<file path="src/hw/sewp_pkg.sv">
package sewp_pkg;

  // Fixed device-type code carried in the top nibble of the control byte.
  localparam logic [3:0]  SEWP_TYPE_CODE     = 4'ha;
  localparam int          SEWP_ADDR_W        = 11;
  localparam int          SEWP_DATA_W        = 8;
  localparam int          SEWP_PAGE_BYTES    = 16;
  localparam int          SEWP_FIFO_DEPTH    = 16;
  localparam int          SEWP_CLK_MHZ       = 125;
  localparam int          SEWP_WRITE_MS      = 5;
  // Longest write time counted in whole cycles.
  localparam int          SEWP_WRITE_CYC     =
    SEWP_WRITE_MS * 1000 * SEWP_CLK_MHZ;
  localparam logic [SEWP_ADDR_W-1:0] SEWP_ADDR_RST = 11'h000;
  localparam logic [SEWP_DATA_W-1:0] SEWP_BYTE_RST = 8'h00;

  typedef enum logic [2:0] {
    SEWP_IDLE,
    SEWP_CTRL,
    SEWP_WADDR,
    SEWP_WDATA,
    SEWP_RDATA,
    SEWP_RACK,
    SEWP_IGNORE
  } sewp_phase_type;

  // One array write request leaving the page buffer.
  typedef struct packed {
    logic [SEWP_ADDR_W-1:0] addr;
    logic [SEWP_DATA_W-1:0] data;
  } sewp_word_type;

endpackage

</file>
<file path="src/hw/sewp_fifo.sv">
module sewp_fifo #(
  parameter int WIDTH = 19,
  parameter int DEPTH = 16
) (
  // Clock and reset
  input  wire logic             clk_in,
  input  wire logic             rst_n_in,
  input  wire logic             ce_in,
  // Fill side
  input  wire logic             in_valid_in,
  output logic                  in_ready_out,
  input  wire logic [WIDTH-1:0] in_data_in,
  // Drain side
  output logic                  out_valid_out,
  input  wire logic             out_ready_in,
  output logic      [WIDTH-1:0] out_data_out
);
  localparam int AW = $clog2(DEPTH);

  if (DEPTH < 2 || (1 << AW) != DEPTH) begin : g_bad_depth
    $error("sewp_fifo depth must be a power of two");
  end

  typedef struct packed {
    logic [AW:0] wr;
    logic [AW:0] rd;
  } sewp_fifo_st_type;

  sewp_fifo_st_type st_r;
  sewp_fifo_st_type st_nxt;
  logic [WIDTH-1:0] mem_r [DEPTH];
  logic             push;
  logic             pop;

  assign in_ready_out  = (st_r.wr - st_r.rd) != (AW+1)'(DEPTH);
  assign out_valid_out = st_r.wr != st_r.rd;
  assign out_data_out  = mem_r[st_r.rd[AW-1:0]];
  assign push          = ce_in && in_valid_in && in_ready_out;
  assign pop           = ce_in && out_valid_out && out_ready_in;

  always_comb begin
    st_nxt = st_r;
    if (push) begin
      st_nxt.wr = st_r.wr + 1'b1;
    end
    if (pop) begin
      st_nxt.rd = st_r.rd + 1'b1;
    end
  end

  always_ff @(posedge clk_in or negedge rst_n_in) begin
    if (!rst_n_in) begin
      st_r <= '0;
    end else begin
      st_r <= st_nxt;
    end
  end

  always_ff @(posedge clk_in) begin
    if (push) begin
      mem_r[st_r.wr[AW-1:0]] <= in_data_in;
    end
  end
endmodule

</file>
<file path="src/hw/sewp_top.sv">
// Summary of operation
// - Data changes only with clock low; high-clock edges mean start/stop.
// - Data falling while clock high is a start; begin control byte.
// - Data rising while clock high is a stop; transfer ends.
// - One bit per clock pulse, sampled on the rising clock edge.
// - Receiver acknowledges each byte in a ninth clock pulse.
// - Acknowledger holds data low throughout the acknowledge high phase.
// - No acknowledge at all while the internal write cycle runs.
// - Master not acknowledging a read byte makes the device release data.
// - Acknowledge control byte only when its top nibble is 1010.
// - Three block bits form the top of the 11-bit word address.
// - Control byte bit 0 high means read, low means write.
// - Byte write: control, word address into pointer, one data byte.
// - Array commit starts only at the stop after write data.
// - Page buffer holds up to 16 bytes until the stop.
// - Each written byte increments only the low four pointer bits.
// - More than 16 bytes wrap and overwrite oldest buffer entries.
// - Page writes wrap within the same 16-byte page.
// - Write-protect high when the control byte is accepted inhibits that transfer's array writes; reads still work.
// - The three select pins are ignored completely.
// - Master owns clock, start and stop; device is slave only.
// - The internal write cycle finishes within 5 ms.
// - Address counter holds last accessed address plus one.
module sewp_top
  import sewp_pkg::*;
#(
  parameter int WRITE_CYC = SEWP_WRITE_CYC
) (
  // Clock, reset and enable
  input  wire logic                   SYS_CLK_IN,
  input  wire logic                   RST_N_IN,
  input  wire logic                   CE_IN,
  // Two-wire bus
  input  wire logic                   SCL_IN,
  input  wire logic                   SDA_IN,
  output logic                        SDA_OUT,
  output logic                        SDA_OE_OUT,
  // Pins
  input  wire logic                   WRITE_PROTECT_IN,
  input  wire logic                   UNUSED_SELECT_PIN_0_IN,
  input  wire logic                   UNUSED_SELECT_PIN_1_IN,
  input  wire logic                   UNUSED_SELECT_PIN_2_IN,
  // Array port
  output sewp_pkg::sewp_word_type     ARRAY_WR_OUT,
  output logic                        ARRAY_WR_VALID_OUT,
  input  wire logic                   ARRAY_WR_READY_IN,
  output logic [SEWP_ADDR_W-1:0]      ARRAY_RD_ADDR_OUT,
  input  wire logic [SEWP_DATA_W-1:0] ARRAY_RD_DATA_IN,
  // Status
  output logic                        BUSY_OUT,
  output logic [SEWP_ADDR_W-1:0]      ADDR_PTR_OUT
);
  import sewp_pkg::*;

  localparam int PW = $clog2(SEWP_PAGE_BYTES);
  localparam int TW = $clog2(WRITE_CYC + 1);

  if (WRITE_CYC < 1) begin : g_bad_write_cyc
    $error("sewp_top write time must be at least one cycle");
  end

  typedef struct packed {
    logic [1:0]             scl_s;
    logic [1:0]             sda_s;
    logic                   scl_d;
    logic                   sda_d;
    sewp_phase_type         phase;
    logic [3:0]             bit_cnt;
    logic [SEWP_DATA_W-1:0] shift;
    logic                   ack_slot;
    logic                   ack_drive;
    logic                   sda_o;
    logic                   sda_oe;
    logic [SEWP_ADDR_W-1:0] ptr;
    logic [PW:0]            count;
    logic                   wp_latched;
    logic [1:0]             wp_s;
    logic [PW-1:0]          first;
    logic [PW-1:0]          base;
    logic                   commit;
    logic [PW:0]            drain;
    logic                   busy;
    logic [TW-1:0]          timer;
  } sewp_st_type;

  sewp_st_type                    st_r;
  sewp_st_type                    st_nxt;
  logic [SEWP_DATA_W-1:0]         page_r [SEWP_PAGE_BYTES];
  logic [SEWP_ADDR_W-1:0]         page_addr_r [SEWP_PAGE_BYTES];
  logic                           scl;
  logic                           sda;
  logic                           scl_rise;
  logic                           scl_fall;
  logic                           start_c;
  logic                           stop_c;
  logic                           page_we;
  logic [PW-1:0]                  page_idx;
  logic                           fifo_valid;
  logic                           fifo_ready;
  sewp_word_type                  fifo_in;
  logic [PW-1:0]                  drain_idx;
  logic                           unused_pins;

  // The select pins reach nothing by design.
  assign unused_pins = UNUSED_SELECT_PIN_0_IN ^ UNUSED_SELECT_PIN_1_IN
                     ^ UNUSED_SELECT_PIN_2_IN;

  assign scl      = st_r.scl_s[1];
  assign sda      = st_r.sda_s[1];
  assign scl_rise = scl && !st_r.scl_d;
  assign scl_fall = !scl && st_r.scl_d;
  assign start_c  = scl && st_r.scl_d && st_r.sda_d && !sda;
  assign stop_c   = scl && st_r.scl_d && !st_r.sda_d && sda;
  assign page_idx = st_r.ptr[PW-1:0];
  assign drain_idx = st_r.base + st_r.drain[PW-1:0];
  assign fifo_valid = st_r.commit && (st_r.drain != st_r.count);
  assign fifo_in.addr = page_addr_r[drain_idx];
  assign fifo_in.data = page_r[drain_idx];

  always_comb begin
    st_nxt = st_r;
    page_we = 1'b0;
    st_nxt.scl_s = {st_r.scl_s[0], SCL_IN};
    st_nxt.sda_s = {st_r.sda_s[0], SDA_IN};
    st_nxt.scl_d = scl;
    st_nxt.sda_d = sda;
    // The protect pin is a board level, so it is synchronised like the bus.
    st_nxt.wp_s = {st_r.wp_s[0], WRITE_PROTECT_IN};

    // Commit: page buffer drains into the array FIFO while the timer runs.
    if (st_r.commit) begin
      if (fifo_valid && fifo_ready) begin
        st_nxt.drain = st_r.drain + 1'b1;
      end else if (!fifo_valid) begin
        st_nxt.commit = 1'b0;
      end
    end
    if (st_r.busy) begin
      if (st_r.timer == TW'(WRITE_CYC - 1)) begin
        st_nxt.busy = 1'b0;
        st_nxt.timer = '0;
      end else begin
        st_nxt.timer = st_r.timer + 1'b1;
      end
    end

    if (start_c) begin
      st_nxt.phase = SEWP_CTRL;
      st_nxt.bit_cnt = '0;
      st_nxt.ack_slot = 1'b0;
      st_nxt.ack_drive = 1'b0;
      st_nxt.sda_oe = 1'b0;
      st_nxt.count = '0;
    end else if (stop_c) begin
      // Uncommitted writes are dropped if protect was high.
      if (st_r.phase == SEWP_WDATA && st_r.count != '0
          && !st_r.wp_latched && !st_r.busy) begin
        st_nxt.commit = 1'b1;
        st_nxt.busy = 1'b1;
        st_nxt.drain = '0;
        // A full page drains from slot 0, a partial one from its first slot.
        st_nxt.base = (st_r.count == (PW+1)'(SEWP_PAGE_BYTES))
                    ? '0 : st_r.first;
        st_nxt.timer = '0;
      end
      st_nxt.phase = SEWP_IDLE;
      st_nxt.sda_oe = 1'b0;
      st_nxt.ack_slot = 1'b0;
    end else if (st_r.phase != SEWP_IDLE && st_r.phase != SEWP_IGNORE) begin
      if (scl_rise) begin
        // Bits are sampled on the rising edge of the clock.
        if (!st_r.ack_slot && st_r.phase != SEWP_RDATA) begin
          st_nxt.shift = {st_r.shift[SEWP_DATA_W-2:0], sda};
          st_nxt.bit_cnt = st_r.bit_cnt + 1'b1;
        end else if (st_r.phase == SEWP_RACK) begin
          st_nxt.phase = sda ? SEWP_IGNORE : SEWP_RDATA;
        end
      end else if (scl_fall) begin
        // Outputs change only while the clock is low.
        if (st_r.ack_slot) begin
          st_nxt.ack_slot = 1'b0;
          st_nxt.bit_cnt = '0;
          st_nxt.sda_oe = 1'b0;
          if (st_nxt.phase == SEWP_RDATA) begin
            st_nxt.sda_o = 1'b0;
            st_nxt.sda_oe = !ARRAY_RD_DATA_IN[SEWP_DATA_W-1];
            st_nxt.shift = {ARRAY_RD_DATA_IN[SEWP_DATA_W-2:0], 1'b1};
            st_nxt.ptr = st_r.ptr + 1'b1;
          end
        end else if (st_r.phase == SEWP_RDATA
                     && st_r.bit_cnt != 4'h8) begin
          st_nxt.sda_oe = !st_r.shift[SEWP_DATA_W-1];
          st_nxt.shift = {st_r.shift[SEWP_DATA_W-2:0], 1'b1};
          st_nxt.bit_cnt = st_r.bit_cnt + 1'b1;
          // After the last bit the line is freed for the master's answer.
          if (st_r.bit_cnt == 4'h7) begin
            st_nxt.sda_oe = 1'b0;
            st_nxt.ack_slot = 1'b1;
            st_nxt.phase = SEWP_RACK;
          end
        end else if (st_r.bit_cnt == 4'h8) begin
          st_nxt.ack_slot = 1'b1;
          st_nxt.sda_oe = 1'b0;
          case (st_r.phase)
            SEWP_CTRL: begin
              if (st_r.shift[7:4] != SEWP_TYPE_CODE || st_r.busy
                  || st_r.commit) begin
                st_nxt.phase = SEWP_IGNORE;
                st_nxt.ack_slot = 1'b0;
              end else begin
                st_nxt.ptr[10:8] = st_r.shift[3:1];
                st_nxt.sda_oe = 1'b1;
                st_nxt.sda_o = 1'b0;
                st_nxt.wp_latched = st_r.wp_s[1];
                if (st_r.shift[0]) begin
                  st_nxt.phase = SEWP_RDATA;
                  st_nxt.bit_cnt = 4'h8;
                end else begin
                  st_nxt.phase = SEWP_WADDR;
                end
              end
            end
            SEWP_WADDR: begin
              st_nxt.ptr[7:0] = st_r.shift;
              st_nxt.first = st_r.shift[PW-1:0];
              st_nxt.sda_oe = 1'b1;
              st_nxt.phase = SEWP_WDATA;
            end
            SEWP_WDATA: begin
              page_we = 1'b1;
              if (st_r.count != (PW+1)'(SEWP_PAGE_BYTES)) begin
                st_nxt.count = st_r.count + 1'b1;
              end
              st_nxt.ptr[PW-1:0] = page_idx + 1'b1;
              st_nxt.sda_oe = 1'b1;
            end
            SEWP_RDATA: begin
              st_nxt.phase = SEWP_RACK;
              st_nxt.sda_oe = 1'b0;
            end
            default: begin
              st_nxt.ack_slot = 1'b0;
            end
          endcase
        end
      end
    end
  end

  always_ff @(posedge SYS_CLK_IN or negedge RST_N_IN) begin
    if (!RST_N_IN) begin
      st_r <= '{scl_s: 2'h3, sda_s: 2'h3, scl_d: 1'b1, sda_d: 1'b1,
                phase: SEWP_IDLE, ptr: SEWP_ADDR_RST,
                shift: SEWP_BYTE_RST, sda_o: 1'b1, default: '0};
    end else if (CE_IN) begin
      st_r <= st_nxt;
    end
  end

  // A later byte at the same page slot replaces the older one.
  always_ff @(posedge SYS_CLK_IN) begin
    if (CE_IN && page_we) begin
      page_r[page_idx] <= st_r.shift;
      page_addr_r[page_idx] <= st_r.ptr;
    end
  end

  sewp_fifo #(
    .WIDTH ($bits(sewp_word_type)),
    .DEPTH (SEWP_FIFO_DEPTH)
  ) u_fifo (
    .clk_in        (SYS_CLK_IN),
    .rst_n_in      (RST_N_IN),
    .ce_in         (CE_IN),
    .in_valid_in   (fifo_valid),
    .in_ready_out  (fifo_ready),
    .in_data_in    (fifo_in),
    .out_valid_out (ARRAY_WR_VALID_OUT),
    .out_ready_in  (ARRAY_WR_READY_IN),
    .out_data_out  (ARRAY_WR_OUT)
  );

  assign SDA_OUT           = st_r.sda_o;
  assign SDA_OE_OUT        = st_r.sda_oe;
  assign BUSY_OUT          = st_r.busy;
  assign ADDR_PTR_OUT      = st_r.ptr;
  assign ARRAY_RD_ADDR_OUT = st_r.ptr;
endmodule

</file>
<file path="config.mk">
export PLATFORM = sky130hd
export DESIGN_NAME = sewp_top
export DESIGN_NICKNAME = d
export VERILOG_FILES = /design/src/hw/sewp_pkg.sv /design/src/hw/sewp_fifo.sv /design/src/hw/sewp_top.sv
export SDC_FILE = /design/constraint.sdc
export NUM_CORES = 1
export LEC_CHECK = 0
export BUFFER_PORTS_ARGS = -buffer_cell sky130_fd_sc_hd__buf_2
export CORE_MARGIN = 8
export CORE_UTILIZATION = 50
export CTS_CLUSTER_SIZE = 28
export DETAILED_ROUTE_END_ITERATION = 7
export PLACE_DENSITY = 0.69
export SETUP_SLACK_MARGIN = 0.4
export SYNTH_ARGS = -nofsm -noshare
export SYNTH_HDL_FRONTEND = slang
export SYNTH_HIERARCHICAL = 1
export SYNTH_SLANG_ARGS = --single-unit
</file>
<file path="constraint.sdc">
create_clock -name SYS_CLK_IN -period 3.6 [get_ports SYS_CLK_IN]
set_input_delay 0 -clock SYS_CLK_IN [delete_from_list [all_inputs] [get_ports SYS_CLK_IN]]
set_output_delay 0 -clock SYS_CLK_IN [all_outputs]
set_load 0.02 [all_outputs]
</file>
==> results.py <==
metrics = {
    "synthesis": {
        "synth_seq_area_share": 0.693,
        "synth_compound_area_frac": 0.0706,
        "synth_edf_count": 608,
        "synth_area_leaders": "edfxtp_1 (62%), mux4_2 (8.7%), dfrtp_1 (6.9%)",
        "synth_cell_types": 98,
        "yosys.area_share.simple": 0.0724,
        "synth_top_area_cell": "edfxtp_1",
        "synthMuxAreaShare": 0.121,
        "synth_cells": 1783,
        "synth_ff_type": "edfxtp_1",
        "synth_top_family_by_area": "multiplexers",
        "syn_avg_cell_area_sq_um": 16.6,
        "synthTopCellsByCount": "edfxtp_1 (608), nand2_1 (123), mux4_2 (114), mux2i_1 (84), dfrtp_1 (81)",
        "synth_nets": 1827,
        "syn_area_sq_um": 29500,
        "synth_xor_area_frac": 0.00699,
        "synth_fa_ha_area_frac": 0.0113,
        "ys_warn_count": 6,
        "synthArstFlopShare": 0.126,
        "ys_ff_latch": 696,
        "yosysMostFrequentCell": "edfxtp_1",
        "synth_top_area_frac": 0.618,
    },
    "job": {
        "drv_cap": 0,
    },
    "global_route": {
        "first_global_vias": 16800,
        "grt_max_degree": 118,
        "antenna_found_initial": 0,
        "grt_pass1_wl_um": 99600,
        "grt_usage": 0.193,
        "overflow": 0,
    },
    "layout": {
        "final_cells": 2710,
        "drive_gt1_frac": 0.220,
        "nFillCells": 4371,
        "n_antenna_cell": 0,
        "seq_area_sq_um": 20500,
        "syn_to_final_growth_pct": 13.4,
        "nNetsFinal": 1928,
        "multiInputGateArea_sq_um": 8620,
    },
    "power_and_ir_drop": {
        "power_frac_clock": 0.377,
        "p_leak_uw": 0.0112,
        "swShare": 0.257,
        "p_seq_frac": 0.473,
        "p_comb_frac": 0.149,
        "power_density_nw_per_um2": 555,
        "switching_power_uw": 4770,
        "intPower_uw": 13800,
        "peakVddDrop_mv": 0.714,
    },
    "critical_path": {
        "critPathMaxFanout": 38,
        "crit_slowest_cell": "fa_4",
        "cp.required_ns": 3.93,
        "crit_path_end_kind": "register",
        "path_cells": "ha_4, inv_1, fa_4, buf_12, mux4_2, and2_1, a211oi_1, buf_4, a31oi_1, buf_4",
        "slowest_delay_ns": 0.79,
        "startpoint_type": "register",
        "crit_type": "register to register",
        "cp_common_cell": "buf_4",
        "critPathArrivalTime_ns": 3.44,
    },
    "drt": {
        "ant_nets": 0,
        "drtIter0Drc": 1617,
        "first_pass_iters": 5,
        "routedWlPerCell_um": 24.0,
        "drc": 0,
        "vias_per_cell": 6.08,
        "dr_total_vias": 16500,
        "routed_wl_um": 65100,
    },
    "cts": {
        "clock_path_buffers": 3,
        "tritoncts": "yes",
        "clock-sinks": 696,
        "clkSlewWorstSetupHoldPaths_ns": 0.06,
        "numCtsBuffers": 72,
        "cts_max_level": 3,
        "cts_root_buf": "clkbuf_16",
        "clk_latency_ns": 0.60,
    },
    "floorplanning": {
        "fp.coreArea_sq_um": 58700,
        "die-area_sq_um": 67100,
        "initial_utilization": 0.503,
        "ios": 63,
        "die_x_um": 259,
        "die_h_um": 259,
        "row_count": 89,
    },
    "sta": {
        "skew_ns": 0.0169,
        "tns_ns": 0,
        "setup_viol": 0,
        "worst_slew_pin_slew_ns": 0.996,
        "layout_min_cycle_time_ns": 3.10,
        "fmax_mhz": 322,
        "hold_viol": 0,
        "slew_viol_final": 0,
        "rsz0062_at_grt": "true",
        "period_share": 0.862,
        "max_slew_margin": 0.336,
    },
    "worst_hold_path": {
        "hp-class": "input port to asynchronous set/reset pin",
    },
    "placed_design": {
        "dp.cells": 2566,
        "routabilityCongestion": 0.854,
        "port_buffers": 59,
        "detailedPlacementHpwl_um": 36900,
    },
    "status": {
        "status": "completed",
    },
}
-- logic make-up after synthesis --
group,after synthesis
AOI/OAI and AO/OA,290
xor gates and xnor gates,21
adders and majority gates,26
buffers and inverters,151
DFF,696
muxes,213
and+or+nand+nor,386
-- critical path, delay by kind of cell (launching register included) --
kind,cells,cell delay [ns]
multiplexers,1,0.34
AND/OR/NAND/NOR,1,0.17
flip-flops,1,0.43
buffers and inverters,4,0.68
AO/OA/AOI/OAI,2,0.26
adder cells (fa/ha/maj),2,0.94
-- routing by layer --
layer  part of all wire  wire length, um  vias to the layer above  global-route usage
li1                   -                -                     7313                   -
met1               0.42            27100                     8498               0.256
met2               0.51            33000                      583               0.332
met3              0.058             3750                       94              0.0250
met4              0.020             1310                        0              0.0576
met5                  0                0                        -                   0
-- registers in the layout, summed over array words and instances, names as in the netlist --
| register | count |
|---|---|
| scl | 1 |
| ADDR_PTR_OUT | 11 |
| BUSY_OUT | 1 |
| SDA_OE_OUT | 1 |
| u_fifo/st_r | 10 |
| sda | 1 |
| st_nxt | 3 |
| page_addr_r | 176 |
| SDA_OUT | 1 |
| page_r | 128 |
| st_r | 59 |
| u_fifo/mem_r | 304 |
-- power groups by stage --
stage               clock network, uW  registers (uW)  logic [uW]
floorplan                           0            8950        2010
global placement                    0            8960        2750
detailed placement                  0            8970        2800
CTS                              7150            8800        2810
global route                     7460            8800        3000
finish                           7020            8800        2780
-- final cells by class --
cell class / count / area share
inverter: 36 / 0.00403
clock buffer: 92 / 0.0566
tap: 773 / 0.0289
timing repair buffer: 142 / 0.0329
multi-input combinational: 936 / 0.257
sequential: 696 / 0.611
clock inverter: 35 / 0.00948
-- through the flow --
stage | hold WS (ns) | total power (uW) | setup slack (ns) | util | area [sq um]
2_1_floorplan | -0.296 | 11000 | 0.475 | - | 29500
5_1_grt | 0.135 | 19300 | 0.365 | 0.571 | 33500
3_3_place_gp | 0.143 | 11700 | 0.161 | 0.527 | 30900
6_report | 0.0405 | 18600 | 0.497 | 0.571 | 33500
4_1_cts | 0.0555 | 18800 | 0.357 | 0.569 | 33400
3_5_place_dp | 0.157 | 11800 | 0.0705 | 0.527 | 30900
-- worst paths after layout --
check	startpoint	endpoint	slack [ns]	depth (start not counted)
min reg2reg	st_r[29]$_DFFE_PN0P_	st_r[29]$_DFFE_PN0P_	0.48	2
min	RST_N_IN	u_fifo/st_r[3]$_DFFE_PN0P_	0.04	2
min in group SYS_CLK_IN	ARRAY_RD_DATA_IN[2]	st_r[61]$_DFFE_PN0P_	0.29	4
max	st_r[21]$_DFFE_PN0P_	u_fifo/mem_r[8][12]$_DFFE_PP_	0.50	10
max reg2reg	st_r[21]$_DFFE_PN0P_	u_fifo/mem_r[8][12]$_DFFE_PP_	0.50	10
max in group asynchronous	RST_N_IN	SDA_OUT$_DFFE_PN1P_	2.56	3
-- cells in the final DEF, fill, tap and decap left out, drive strengths merged, types with 17 or more instances in the layout --
cell,Yosys,layout
edfxtp,608,608
and3,32,32
ha,25,25
mux4,114,114
o21ai,80,80
nand2,123,123
a221oi,41,41
and2,41,41
clkbuf,44,92
dfrtp,81,81
a211oi,21,21
mux2i,84,84
dlygate4sd3,0,17
nor2,47,47
nor3,20,20
a21oi,29,29
a22oi,20,20
buf,70,125
inv,35,40
a31oi,33,33
clkinv,1,26
nand3,32,32
-- what timing repair did --
action,in CTS,in global routing
resized for setup,17,18
hold endpoints to repair,93,0
hold buffers,17,0
setup buffers,0,0
endpoints found under the setup margin,256,369
Power figures use the tool's default switching activity.
